`src/pkg/pfdc_pkg.sv`:
```
`default_nettype none
package pfdc_pkg;
	// ==========================================================
	// Register offsets (byte addresses on the plain port)
	localparam logic [7:0] PFDC_OFS_FRAC = 8'h00;
	localparam logic [7:0] PFDC_OFS_INT = 8'h04;
	localparam logic [7:0] PFDC_OFS_SDM = 8'h08;
	localparam logic [7:0] PFDC_OFS_REF = 8'h0c;
	localparam logic [7:0] PFDC_OFS_LPF = 8'h10;
	localparam logic [7:0] PFDC_OFS_STS = 8'h14;
	// ==========================================================
	// Widths and reset values
	localparam int PFDC_FRAC_W = 27;
	localparam int PFDC_INT_W = 10;
	localparam int PFDC_FRAC_DEN_LOG2 = 27;
	localparam logic [26:0] PFDC_FRAC_RST = 27'h0000000;
	localparam logic [9:0] PFDC_INT_RST = 10'h06c;
	localparam logic [7:0] PFDC_SDM_RST = 8'h03;
	localparam logic [7:0] PFDC_REF_RST = 8'h01;
	localparam logic [7:0] PFDC_LPF_RST = 8'h76;
	// ==========================================================
	// Field positions
	localparam int PFDC_SDM_ORDER_LSB = 0;
	localparam int PFDC_SDM_GAIN_LSB = 2;
	localparam int PFDC_SDM_SHAPE_BIT = 4;
	localparam int PFDC_SDM_DITHER_BIT = 5;
	localparam int PFDC_REF_DOUBLER_BIT = 0;
	localparam int PFDC_REF_SEL_BIT = 1;
	localparam int PFDC_LPF_RES_LSB = 0;
	localparam int PFDC_LPF_CAP_LSB = 4;
	localparam int PFDC_LPF_BYP_BIT = 7;
	// Byte lanes that commit the atomic registers
	localparam int PFDC_FRAC_TOP_LANE = 3;
	localparam int PFDC_INT_TOP_LANE = 1;
	// ==========================================================
	// Modulator order codes
	typedef enum logic [1:0] {
		PFDC_ORD_INT = 2'h0,
		PFDC_ORD_1ST = 2'h1,
		PFDC_ORD_2ND = 2'h2,
		PFDC_ORD_3RD = 2'h3
	} pfdc_order_t;
endpackage : pfdc_pkg
`default_nettype wire

```
`src/hdl/pfdc_top.sv`:
```
// What this block does
// Holds 27-bit numerator over two-to-27 denominator
// Numerator commits when top byte written
// 10-bit integer divider resets to 6C
// Integer commits when upper byte written
// Two-bit modulator order, resets third order
// Dither enable bit, off after reset
// Dither shaping select bit, resets unshaped
// Dither gain one to eight steps
// Reference select: crystal zero, pin one
// Doubler enable bit, resets enabled
// Oscillator filter bypass bit, resets not bypassed
// Three-bit pole capacitor code, resets 7
// Four-bit filter resistor code, resets 6
// Integer order ignores fractional numerator
`timescale 1ns/1ps
`default_nettype none
module pfdc_top
	import pfdc_pkg::*;
(
	// Clock and reset
	input wire logic CLK_SYS_I,
	input wire logic RST_N_I,
	// Register port
	input wire logic [7:0] ADDR_I,
	input wire logic [31:0] WDATA_I,
	input wire logic [3:0] BE_I,
	input wire logic WR_I,
	input wire logic RD_I,
	output logic [31:0] RDATA_O,
	// Feedback divider to PLL core
	output logic [9:0] FEEDBACK_INTEGER_VALUE_O,
	output logic [26:0] FEEDBACK_FRACTION_NUMERATOR_O,
	output logic [1:0] MODULATOR_ORDER_O,
	output logic DITHER_ENABLE_O,
	output logic DITHER_SHAPING_ENABLE_O,
	output logic [3:0] DITHER_STEP_O,
	// Reference path
	output logic REF_SEL_CLOCK_INPUT_PIN_O,
	output logic DOUBLER_ENABLE_O,
	// Loop filter
	output logic VCO_FILTER_BYPASS_O,
	output logic [2:0] POLE_CAPACITOR_CODE_O,
	output logic [3:0] FILTER_RESISTOR_CODE_O,
	output logic [7:0] POLE_CAPACITOR_SEL_O,
	output logic [15:0] FILTER_RESISTOR_SEL_O
);
	// ==========================================================
	// Address decode
	logic hit_frac;
	logic hit_int;
	logic hit_sdm;
	logic hit_ref;
	logic hit_lpf;
	logic hit_sts;
	assign hit_frac = (ADDR_I == PFDC_OFS_FRAC);
	assign hit_int = (ADDR_I == PFDC_OFS_INT);
	assign hit_sdm = (ADDR_I == PFDC_OFS_SDM);
	assign hit_ref = (ADDR_I == PFDC_OFS_REF);
	assign hit_lpf = (ADDR_I == PFDC_OFS_LPF);
	assign hit_sts = (ADDR_I == PFDC_OFS_STS);

	// ==========================================================
	// Byte-lane staging of the atomic registers
	// Lower lanes land in a staging word; the top lane commits all.
	logic [31:0] frac_stage;
	logic [15:0] int_stage;
	logic [31:0] frac_merged;
	logic [15:0] int_merged;
	logic frac_commit;
	logic int_commit;
	logic frac_low_wr;
	logic int_low_wr;
	genvar b;
	generate
		for (b = 0; b < 4; b++) begin : g_frac_lane
			assign frac_merged[b*8 +: 8] = BE_I[b] ? WDATA_I[b*8 +: 8] : frac_stage[b*8 +: 8];
		end
		for (b = 0; b < 2; b++) begin : g_int_lane
			assign int_merged[b*8 +: 8] = BE_I[b] ? WDATA_I[b*8 +: 8] : int_stage[b*8 +: 8];
		end
	endgenerate
	assign frac_commit = WR_I && hit_frac && BE_I[PFDC_FRAC_TOP_LANE];
	assign int_commit = WR_I && hit_int && BE_I[PFDC_INT_TOP_LANE];
	assign frac_low_wr = WR_I && hit_frac && !BE_I[PFDC_FRAC_TOP_LANE];
	assign int_low_wr = WR_I && hit_int && !BE_I[PFDC_INT_TOP_LANE];

	always_ff @(posedge CLK_SYS_I) begin
		if (!RST_N_I) begin
			frac_stage <= {5'h00, PFDC_FRAC_RST};
			int_stage <= {6'h00, PFDC_INT_RST};
		end else begin
			if (frac_low_wr || frac_commit)
				frac_stage <= {5'h00, frac_merged[26:0]};
			if (int_low_wr || int_commit)
				int_stage <= {6'h00, int_merged[9:0]};
		end
	end

	// ==========================================================
	// Committed values that drive the PLL
	logic [26:0] frac_active;
	logic [9:0] int_active;
	pfdc_atomic_reg #(
		.W(PFDC_FRAC_W),
		.LANES(4),
		.RST(PFDC_FRAC_RST)
	) u_frac (
		.clk_i(CLK_SYS_I),
		.rst_n_i(RST_N_I),
		.wr_i(frac_commit),
		.wdata_i(frac_merged),
		.shadow_o(),
		.active_o(frac_active),
		.commit_o()
	);
	pfdc_atomic_reg #(
		.W(PFDC_INT_W),
		.LANES(2),
		.RST(PFDC_INT_RST)
	) u_int (
		.clk_i(CLK_SYS_I),
		.rst_n_i(RST_N_I),
		.wr_i(int_commit),
		.wdata_i(int_merged),
		.shadow_o(),
		.active_o(int_active),
		.commit_o()
	);

	// ==========================================================
	// Plain configuration registers
	logic [5:0] sdm_cfg;
	logic [1:0] ref_cfg;
	logic [7:0] lpf_cfg;
	logic sdm_wr;
	logic ref_wr;
	logic lpf_wr;
	assign sdm_wr = WR_I && hit_sdm && BE_I[0];
	assign ref_wr = WR_I && hit_ref && BE_I[0];
	assign lpf_wr = WR_I && hit_lpf && BE_I[0];
	always_ff @(posedge CLK_SYS_I) begin
		if (!RST_N_I) begin
			sdm_cfg <= PFDC_SDM_RST[5:0];
			ref_cfg <= PFDC_REF_RST[1:0];
			lpf_cfg <= PFDC_LPF_RST;
		end else begin
			if (sdm_wr)
				sdm_cfg <= WDATA_I[5:0];
			if (ref_wr)
				ref_cfg <= WDATA_I[1:0];
			if (lpf_wr)
				lpf_cfg <= WDATA_I[7:0];
		end
	end

	// ==========================================================
	// Field extraction
	pfdc_order_t order;
	logic [1:0] gain_code;
	assign order = pfdc_order_t'(sdm_cfg[PFDC_SDM_ORDER_LSB +: 2]);
	assign gain_code = sdm_cfg[PFDC_SDM_GAIN_LSB +: 2];

	// ==========================================================
	// Outputs from the configuration: divider and dither step registered, the other fields driven directly
	logic [26:0] frac_out;
	logic [3:0] dither_step;
	assign frac_out = (order == PFDC_ORD_INT) ? '0 : frac_active;
	assign dither_step = 4'h1 << gain_code;

	always_ff @(posedge CLK_SYS_I) begin
		if (!RST_N_I) begin
			FEEDBACK_INTEGER_VALUE_O <= PFDC_INT_RST;
			FEEDBACK_FRACTION_NUMERATOR_O <= PFDC_FRAC_RST;
			DITHER_STEP_O <= 4'h1;
		end else begin
			FEEDBACK_INTEGER_VALUE_O <= int_active;
			FEEDBACK_FRACTION_NUMERATOR_O <= frac_out;
			DITHER_STEP_O <= dither_step;
		end
	end

	assign MODULATOR_ORDER_O = order;
	assign DITHER_ENABLE_O = sdm_cfg[PFDC_SDM_DITHER_BIT];
	assign DITHER_SHAPING_ENABLE_O = sdm_cfg[PFDC_SDM_SHAPE_BIT];
	assign REF_SEL_CLOCK_INPUT_PIN_O = ref_cfg[PFDC_REF_SEL_BIT];
	assign DOUBLER_ENABLE_O = ref_cfg[PFDC_REF_DOUBLER_BIT];
	assign VCO_FILTER_BYPASS_O = lpf_cfg[PFDC_LPF_BYP_BIT];
	assign POLE_CAPACITOR_CODE_O = lpf_cfg[PFDC_LPF_CAP_LSB +: 3];
	assign FILTER_RESISTOR_CODE_O = lpf_cfg[PFDC_LPF_RES_LSB +: 4];

	pfdc_lpf_decode u_lpf (
		.cap_code_i(lpf_cfg[PFDC_LPF_CAP_LSB +: 3]),
		.res_code_i(lpf_cfg[PFDC_LPF_RES_LSB +: 4]),
		.cap_sel_o(POLE_CAPACITOR_SEL_O),
		.res_sel_o(FILTER_RESISTOR_SEL_O)
	);

	// ==========================================================
	// Read path: data one cycle after the strobe
	logic [31:0] next_rdata;
	assign next_rdata = hit_frac ? {5'h00, frac_active} :
		hit_int ? {22'h000000, int_active} :
		hit_sdm ? {26'h0000000, sdm_cfg} :
		hit_ref ? {30'h00000000, ref_cfg} :
		hit_lpf ? {24'h000000, lpf_cfg} :
		hit_sts ? {5'h00, frac_stage[26:0]} :
		32'h00000000;
	always_ff @(posedge CLK_SYS_I) begin
		if (!RST_N_I)
			RDATA_O <= 32'h00000000;
		else if (RD_I)
			RDATA_O <= next_rdata;
		else
			RDATA_O <= 32'h00000000;
	end

	// ==========================================================
	// Checks
	property p_frac_hold;
		@(posedge CLK_SYS_I) disable iff (!RST_N_I)
		!frac_commit |=> (frac_active == $past(frac_active));
	endproperty
	a_frac_hold: assert property (p_frac_hold) else $error("numerator moved without top byte");

	property p_frac_commit;
		@(posedge CLK_SYS_I) disable iff (!RST_N_I)
		frac_commit |=> (frac_active == $past(frac_merged[26:0]));
	endproperty
	a_frac_commit: assert property (p_frac_commit) else $error("numerator commit lost");

	property p_int_hold;
		@(posedge CLK_SYS_I) disable iff (!RST_N_I)
		!int_commit |=> (int_active == $past(int_active));
	endproperty
	a_int_hold: assert property (p_int_hold) else $error("integer moved without upper byte");

	property p_int_out;
		@(posedge CLK_SYS_I) disable iff (!RST_N_I)
		int_commit |=> ##1 (FEEDBACK_INTEGER_VALUE_O == $past(int_merged[9:0], 2));
	endproperty
	a_int_out: assert property (p_int_out) else $error("integer not driven two cycles after commit");

	property p_int_mode;
		@(posedge CLK_SYS_I) disable iff (!RST_N_I)
		(order == PFDC_ORD_INT) |=> (FEEDBACK_FRACTION_NUMERATOR_O == 27'h0000000);
	endproperty
	a_int_mode: assert property (p_int_mode) else $error("fraction used in integer mode");

	property p_gain;
		@(posedge CLK_SYS_I) disable iff (!RST_N_I)
		1'b1 |=> (DITHER_STEP_O == {($past(gain_code) == 2'h3), ($past(gain_code) == 2'h2),
			($past(gain_code) == 2'h1), ($past(gain_code) == 2'h0)});
	endproperty
	a_gain: assert property (p_gain) else $error("dither step mismatch");

	property p_sdm_wr;
		@(posedge CLK_SYS_I) disable iff (!RST_N_I)
		sdm_wr |=> (DITHER_ENABLE_O == $past(WDATA_I[5])) && (DITHER_SHAPING_ENABLE_O == $past(WDATA_I[4]))
			&& (MODULATOR_ORDER_O == $past(WDATA_I[1:0]));
	endproperty
	a_sdm_wr: assert property (p_sdm_wr) else $error("modulator config write lost");

	property p_ref_wr;
		@(posedge CLK_SYS_I) disable iff (!RST_N_I)
		ref_wr |=> (REF_SEL_CLOCK_INPUT_PIN_O == $past(WDATA_I[1])) && (DOUBLER_ENABLE_O == $past(WDATA_I[0]));
	endproperty
	a_ref_wr: assert property (p_ref_wr) else $error("reference config write lost");

	property p_lpf_wr;
		@(posedge CLK_SYS_I) disable iff (!RST_N_I)
		lpf_wr |=> (VCO_FILTER_BYPASS_O == $past(WDATA_I[7]))
			&& (POLE_CAPACITOR_CODE_O == $past(WDATA_I[6:4]))
			&& (FILTER_RESISTOR_CODE_O == $past(WDATA_I[3:0]));
	endproperty
	a_lpf_wr: assert property (p_lpf_wr) else $error("loop filter write lost");

	property p_frac_read;
		@(posedge CLK_SYS_I) disable iff (!RST_N_I)
		(RD_I && hit_frac) |=> (RDATA_O == {5'h00, $past(frac_active)});
	endproperty
	a_frac_read: assert property (p_frac_read) else $error("numerator read back wrong");

	property p_int_read;
		@(posedge CLK_SYS_I) disable iff (!RST_N_I)
		(RD_I && hit_int) |=> (RDATA_O[31:10] == 22'h0)
			&& (RDATA_O[9:0] == $past(int_active));
	endproperty
	a_int_read: assert property (p_int_read) else $error("integer read back wrong");

	property p_frac_out;
		@(posedge CLK_SYS_I) disable iff (!RST_N_I)
		frac_commit |=> ##1 (FEEDBACK_FRACTION_NUMERATOR_O ==
			(($past(order) == PFDC_ORD_INT) ? 27'h0 : $past(frac_merged[26:0], 2)));
	endproperty
	a_frac_out: assert property (p_frac_out) else $error("numerator not driven after commit");

	property p_sdm_read;
		@(posedge CLK_SYS_I) disable iff (!RST_N_I)
		(RD_I && hit_sdm) |=> (RDATA_O[31:6] == 26'h0) && (RDATA_O[5] == $past(DITHER_ENABLE_O))
			&& (RDATA_O[1:0] == $past(MODULATOR_ORDER_O));
	endproperty
	a_sdm_read: assert property (p_sdm_read) else $error("modulator config read back wrong");

	property p_cap_sel;
		@(posedge CLK_SYS_I) disable iff (!RST_N_I)
		POLE_CAPACITOR_SEL_O == (8'h01 << POLE_CAPACITOR_CODE_O);
	endproperty
	a_cap_sel: assert property (p_cap_sel) else $error("pole capacitor steering not one-hot");

	property p_res_sel;
		@(posedge CLK_SYS_I) disable iff (!RST_N_I)
		FILTER_RESISTOR_SEL_O == (16'h0001 << FILTER_RESISTOR_CODE_O);
	endproperty
	a_res_sel: assert property (p_res_sel) else $error("filter resistor steering not one-hot");

	property p_sdm_hold;
		@(posedge CLK_SYS_I) disable iff (!RST_N_I)
		!sdm_wr |=> $stable(MODULATOR_ORDER_O) && $stable(DITHER_ENABLE_O)
			&& $stable(DITHER_SHAPING_ENABLE_O);
	endproperty
	a_sdm_hold: assert property (p_sdm_hold) else $error("modulator config moved without write");

	property p_ref_hold;
		@(posedge CLK_SYS_I) disable iff (!RST_N_I)
		!ref_wr |=> $stable(REF_SEL_CLOCK_INPUT_PIN_O) && $stable(DOUBLER_ENABLE_O);
	endproperty
	a_ref_hold: assert property (p_ref_hold) else $error("reference config moved without write");

	property p_lpf_hold;
		@(posedge CLK_SYS_I) disable iff (!RST_N_I)
		!lpf_wr |=> $stable(VCO_FILTER_BYPASS_O) && $stable(POLE_CAPACITOR_CODE_O)
			&& $stable(FILTER_RESISTOR_CODE_O);
	endproperty
	a_lpf_hold: assert property (p_lpf_hold) else $error("loop filter moved without write");

	property p_reset_div;
		@(posedge CLK_SYS_I)
		!RST_N_I |=> (FEEDBACK_INTEGER_VALUE_O == PFDC_INT_RST)
			&& (FEEDBACK_FRACTION_NUMERATOR_O == PFDC_FRAC_RST) && (RDATA_O == 32'h00000000);
	endproperty
	a_reset_div: assert property (p_reset_div) else $error("divider outputs not at reset value");

	property p_reset_sdm;
		@(posedge CLK_SYS_I)
		!RST_N_I |=> ({DITHER_ENABLE_O, DITHER_SHAPING_ENABLE_O, MODULATOR_ORDER_O}
			== {PFDC_SDM_RST[5:4], PFDC_SDM_RST[1:0]}) && (DITHER_STEP_O == 4'h1);
	endproperty
	a_reset_sdm: assert property (p_reset_sdm) else $error("modulator outputs not at reset value");

	property p_reset_lpf;
		@(posedge CLK_SYS_I)
		!RST_N_I |=> ({VCO_FILTER_BYPASS_O, POLE_CAPACITOR_CODE_O, FILTER_RESISTOR_CODE_O} == PFDC_LPF_RST)
			&& ({REF_SEL_CLOCK_INPUT_PIN_O, DOUBLER_ENABLE_O} == PFDC_REF_RST[1:0]);
	endproperty
	a_reset_lpf: assert property (p_reset_lpf) else $error("filter outputs not at reset value");
endmodule : pfdc_top
`default_nettype wire

```
`src/hdl/pfdc_atomic_reg.sv`:
```
`timescale 1ns/1ps
`default_nettype none
// ==========================================================
// Shadowed register: lanes gather, top lane write commits
module pfdc_atomic_reg #(
	parameter int W = 27,
	parameter int LANES = 4,
	parameter logic [W-1:0] RST = '0
) (
	// Clock and reset
	input wire logic clk_i,
	input wire logic rst_n_i,
	// Write side
	input wire logic wr_i,
	input wire logic [LANES*8-1:0] wdata_i,
	// Values
	output logic [W-1:0] shadow_o,
	output logic [W-1:0] active_o,
	output logic commit_o
);
	logic [W-1:0] shadow;
	logic [W-1:0] active;
	logic [W-1:0] next_shadow;
	assign next_shadow = wdata_i[W-1:0];
	assign commit_o = wr_i;
	always_ff @(posedge clk_i) begin
		if (!rst_n_i) begin
			shadow <= RST;
			active <= RST;
		end else if (wr_i) begin
			shadow <= next_shadow;
			active <= next_shadow;
		end
	end
	assign shadow_o = shadow;
	assign active_o = active;
endmodule : pfdc_atomic_reg
`default_nettype wire

```
`src/hdl/pfdc_lpf_decode.sv`:
```
`timescale 1ns/1ps
`default_nettype none
// ==========================================================
// Loop-filter code to one-hot steering for the analog trims
module pfdc_lpf_decode (
	// Codes
	input wire logic [2:0] cap_code_i,
	input wire logic [3:0] res_code_i,
	// One-hot steering
	output logic [7:0] cap_sel_o,
	output logic [15:0] res_sel_o
);
	genvar g;
	generate
		for (g = 0; g < 8; g++) begin : g_cap
			assign cap_sel_o[g] = (cap_code_i == 3'(g));
		end
		for (g = 0; g < 16; g++) begin : g_res
			assign res_sel_o[g] = (res_code_i == 4'(g));
		end
	endgenerate
endmodule : pfdc_lpf_decode
`default_nettype wire

```
`config.mk`:
```
export PLATFORM = sky130hd
export DESIGN_NAME = pfdc_top
export DESIGN_NICKNAME = d
export VERILOG_FILES = /design/src/pkg/pfdc_pkg.sv /design/src/hdl/pfdc_top.sv /design/src/hdl/pfdc_atomic_reg.sv /design/src/hdl/pfdc_lpf_decode.sv
export SDC_FILE = /design/constraint.sdc
export NUM_CORES = 1
export LEC_CHECK = 0
export BUFFER_PORTS_ARGS = -buffer_cell sky130_fd_sc_hd__buf_2
export CORE_MARGIN = 5
export CORE_UTILIZATION = 30
export CTS_BUF_LIST = sky130_fd_sc_hd__clkbuf_2 sky130_fd_sc_hd__clkbuf_4 sky130_fd_sc_hd__clkbuf_8
export DETAILED_ROUTE_END_ITERATION = 16
export SLEW_MARGIN = 20
export SYNTH_ARGS = -nofsm -noshare
export SYNTH_HDL_FRONTEND = slang
export SYNTH_SLANG_ARGS = --single-unit
```
`constraint.sdc`:
```
create_clock -name CLK_SYS_I -period 2 [get_ports CLK_SYS_I]
set_input_delay 0.4 -clock CLK_SYS_I [delete_from_list [all_inputs] [get_ports CLK_SYS_I]]
set_output_delay 0.4 -clock CLK_SYS_I [all_outputs]
set_load 0.01 [all_outputs]
```
==> metrics.md <==
| Metric | Value |
|---|---|
| Post-DR wirelength/cell | `between 15 and 20 um` |
| Post-Syn Area | `~6300 um^2` |
| Grt peak-use layer | `met2` |
| Crit path kind | `reg -> out` |
| DRC viols | `0` |
| RSZ-0062 raised after global routing | `false` |
| Initial Utilization | `roughly 30%` |
| Via count | `between 5000 and 6000` |
| CTS sink cnt | `about 160` |
| Nets | `about 840` |
| Initial antenna violation count | `0` |
| CTS tree | `yes` |
| Max-slew violation count | `0` |
| Final setup fails | `0` |
| Hold endpoint | `frac_stage[18]` |
| CTS Buf Count | `17` |
| Final setup TNS | `0 ns` |
| Gr ovfl total | `0` |
| Crit start category | `register` |
| CP max stage delay | `approximately 0.55 ns` |
| Chip width | `~150 um` |
| Root Buffer | `clkbuf_8` |
| Vias in the first global route | `a little under 5000` |
| Hold path start | `WDATA_I[18]` |
| Site row count | `53` |
| Fin cells | `approximately 1100` |
| Async SR Flop Fraction | `0%` |
| Cells after Synth | `between 600 and 700` |
| Io pins | `around 160` |
| Gpl congestion | `0.795` |
| Crit-path max FO | `10` |
| Number of synthesized flops with an enable pin | `0` |
| Reg2reg start | `lpf_cfg[2]` |
| Worst-path cell with the longest stage delay | `dfxtp_1` |
| Worst EP arrival | `approximately 1.5 ns` |
| DP HPWL | `13000 um` |
| 1st-pass router iterations | `4` |
| Max Root-Sink Buffers | `2` |
| Die H | `155 um` |
| Final hold violation count | `0` |
| First-pass GRT wire length | `between 20000 and 30000 um` |
| Via-to-Cell Ratio | `around 4.7` |
| Reg2Reg Capture Point | `RDATA_O[2]` |
| R2R setup slack | `between 0.6 and 0.7 ns` |
| Most used DFF post-synth | `dfxtp_1` |
| Crit-path cells | `nand2_1 -> nor3_1 -> buf_2` |
| Post-CTS setup buffer count | `0` |
| Highest clock rate | `about 0.53 GHz` |
| Largest net degree at the start of global routing | `35` |
| Worst slew pin tran | `around 0.57 ns` |
| Critical Path Sink Type | `primary output` |
| CORE AREA | `approximately 21000 um^2` |
| Final period utilization | `approximately 95%` |
| #FFs+latches synth | `between 150 and 200` |
| Synth cell types | `48` |
| Min Tclk post-route | `between 1.5 and 2 ns` |
| I/O Buffers | `about 150` |
| Peak supply drop | `0.403 mV` |
| Syn avg cell area | `between 9 and 10 um^2` |
| Worst Hold Class | `in -> reg` |
| Pleak | `roughly 3.5 nW` |
| Post-CTS sizing | `0` |
| Yosys synthesis warning count | `0` |
| Synthesis-to-finish area growth | `25.6%` |
| CTS H-tree lvls | `4` |
| Setup Skew | `around 0.013 ns` |
| Hold buffer count at CTS | `0` |
| GR Util All Layers | `~15%` |
| Placed Cells | `around 1100` |
| Final Util | `37.9%` |
| Hold Path Depth | `3` |
| Post-DRT Antenna Nets | `0` |
| Relative max-transition margin | `between 60% and 70%` |
| Register-to-Register Path Depth | `3` |
| Worst-path clk slew | `0.09 ns` |
| Die ar. | `between 20000 and 25000 um^2` |
| GRT met2 Usage | `23.5%` |
| Worst Path Required | `roughly 1.6 ns` |
| Clock latency on the worst-skew pair | `~0.45 ns` |
| Maxcap violations | `0` |
| GRT met3 Usage | `around 3.7%` |
| Initial DRC Count | `about 270` |
| Status | `finished, final reports clean` |
| Power per Cell Area | `771 nW/um^2` |
| DRT Wirelength | `roughly 18000 um` |
| Met1 GRT Util | `between 10% and 20%` |
| Seq/Total Area, Yosys | `49.7%` |
| Layout cells sized above 1 | `32.5%` |
==> cell families after synthesis <==
kind of cell | synth area share, %
simple gates | 20.6
flops | 49.7
compound gates | 13.6
mux | 10.3
buf+inv | 5.62
other cells | 0.0597
==> synthesized netlist by cell type, types with 2 or more instances <==
cell         n  area [um^2]
inv_1        4         15.0
nor4_1       4         25.0
a22oi_1     19          143
buf_2       12         60.1
nor3b_1      3         22.5
nand3_1     20          100
buf_1        3         11.3
o21ai_0     13         65.1
a211oi_2    24          300
nor2_1      84          315
nor3_1      13         65.1
nor2b_1      4         25.0
nand2_1     58          218
a22o_1      10         87.6
buf_6        9          101
a31oi_1      3         18.8
nand2b_1    10         62.6
mux2_2       6         67.6
and3_1       8         50.1
and2_1      32          200
o211ai_1     2         15.0
nand4_2      2         25.0
buf_4        9         67.6
mux2i_1     58          581
nand4_1      3         18.8
clkbuf_1    26         97.6
and3b_1      2         17.5
a2bb2oi_1    4         35.0
and4_1       3         26.3
dfxtp_1    156         3120
a21oi_1     16         80.1
a211oi_1     2         15.0
or3_1        2         12.5
a31o_1       6         52.6
==> routing by layer <==
layer | vias to the layer above | wire length, um
met1 | 2393 | 8250
li1 | 2538 | -
met4 | 0 | 217
met5 | - | 0
met3 | 16 | 1010
met2 | 118 | 8520
==> worst max-delay path: cells and delay by family, from the launching register on <==
family / cells / cell delay (ns)
DFF: 1 / 0.55
and+or+nand+nor: 2 / 0.34
buffers and inverters: 1 / 0.16
==> worst max path at each step <==
stage,cells past startpoint,slack [ns],end,from
4_1_cts,3,0.07,FILTER_RESISTOR_SEL_O[12],lpf_cfg[2]
3_5_place_dp,6,0.04,frac_stage[26],ADDR_I[5]
3_3_place_gp,6,0.06,frac_stage[26],ADDR_I[5]
2_1_floorplan,7,0.15,u_frac.active_o[10],ADDR_I[0]
5_1_grt,3,0.003,FILTER_RESISTOR_SEL_O[12],lpf_cfg[2]
6_report,3,0.10,FILTER_RESISTOR_SEL_O[12],lpf_cfg[2]
==> through the flow <==
stage	cell area [um^2]	power, mW	setup slack [ns]	hold WS (ns)
2_1_floorplan	6300	3.36	0.152	0.431
3_3_place_gp	7430	3.49	0.0622	0.440
3_5_place_dp	7430	3.49	0.0370	0.448
4_1_cts	7890	6.18	0.0746	0.161
5_1_grt	7890	6.32	0.00324	0.178
6_report	7890	6.08	0.104	0.198
==> where the power goes <==
part / switching, mW / total [mW] / internal (mW) / leakage (nW)
combinational: 0.206 / 0.311 / 0.105 / 1.99
sequential: 0.00147 / 3.11 / 3.10 / 1.26
clock: 1.21 / 2.67 / 1.46 / 0.228
==> area by class of cell <==
class                           count  area (um^2)
Antenna cell                        1         2.50
Clock buffer                       20          269
Clock inverter                     12          185
Fill cell                        2162        12900
Inverter                            4         15.0
Multi-Input combinational cell    429         2840
Sequential cell                   156         3120
Tap cell                          275          344
Timing Repair Buffer              188         1120
==> placed cells by master (no fill, tap or decap), drive strengths merged, types with 13 or more instances in the layout <==
cell      n
a211oi   26
a21oi    16
a22oi    19
and2     33
buf     188
clkbuf   20
dfxtp   156
mux2i    58
nand2    58
nand3    22
nor2     84
nor3     14
o21ai    13
==> sequential cells by signal, summed over array words and instances, names as in the netlist <==
register                       cells
sdm_cfg                            6
frac_stage                        27
DITHER_STEP_O                      4
FEEDBACK_FRACTION_NUMERATOR_O     27
FEEDBACK_INTEGER_VALUE_O          10
u_int.active_o                    10
lpf_cfg                            8
RDATA_O                           27
int_stage                          8
ref_cfg                            2
u_frac.active_o                   27
No activity file was read; power rests on OpenSTA's default activity.
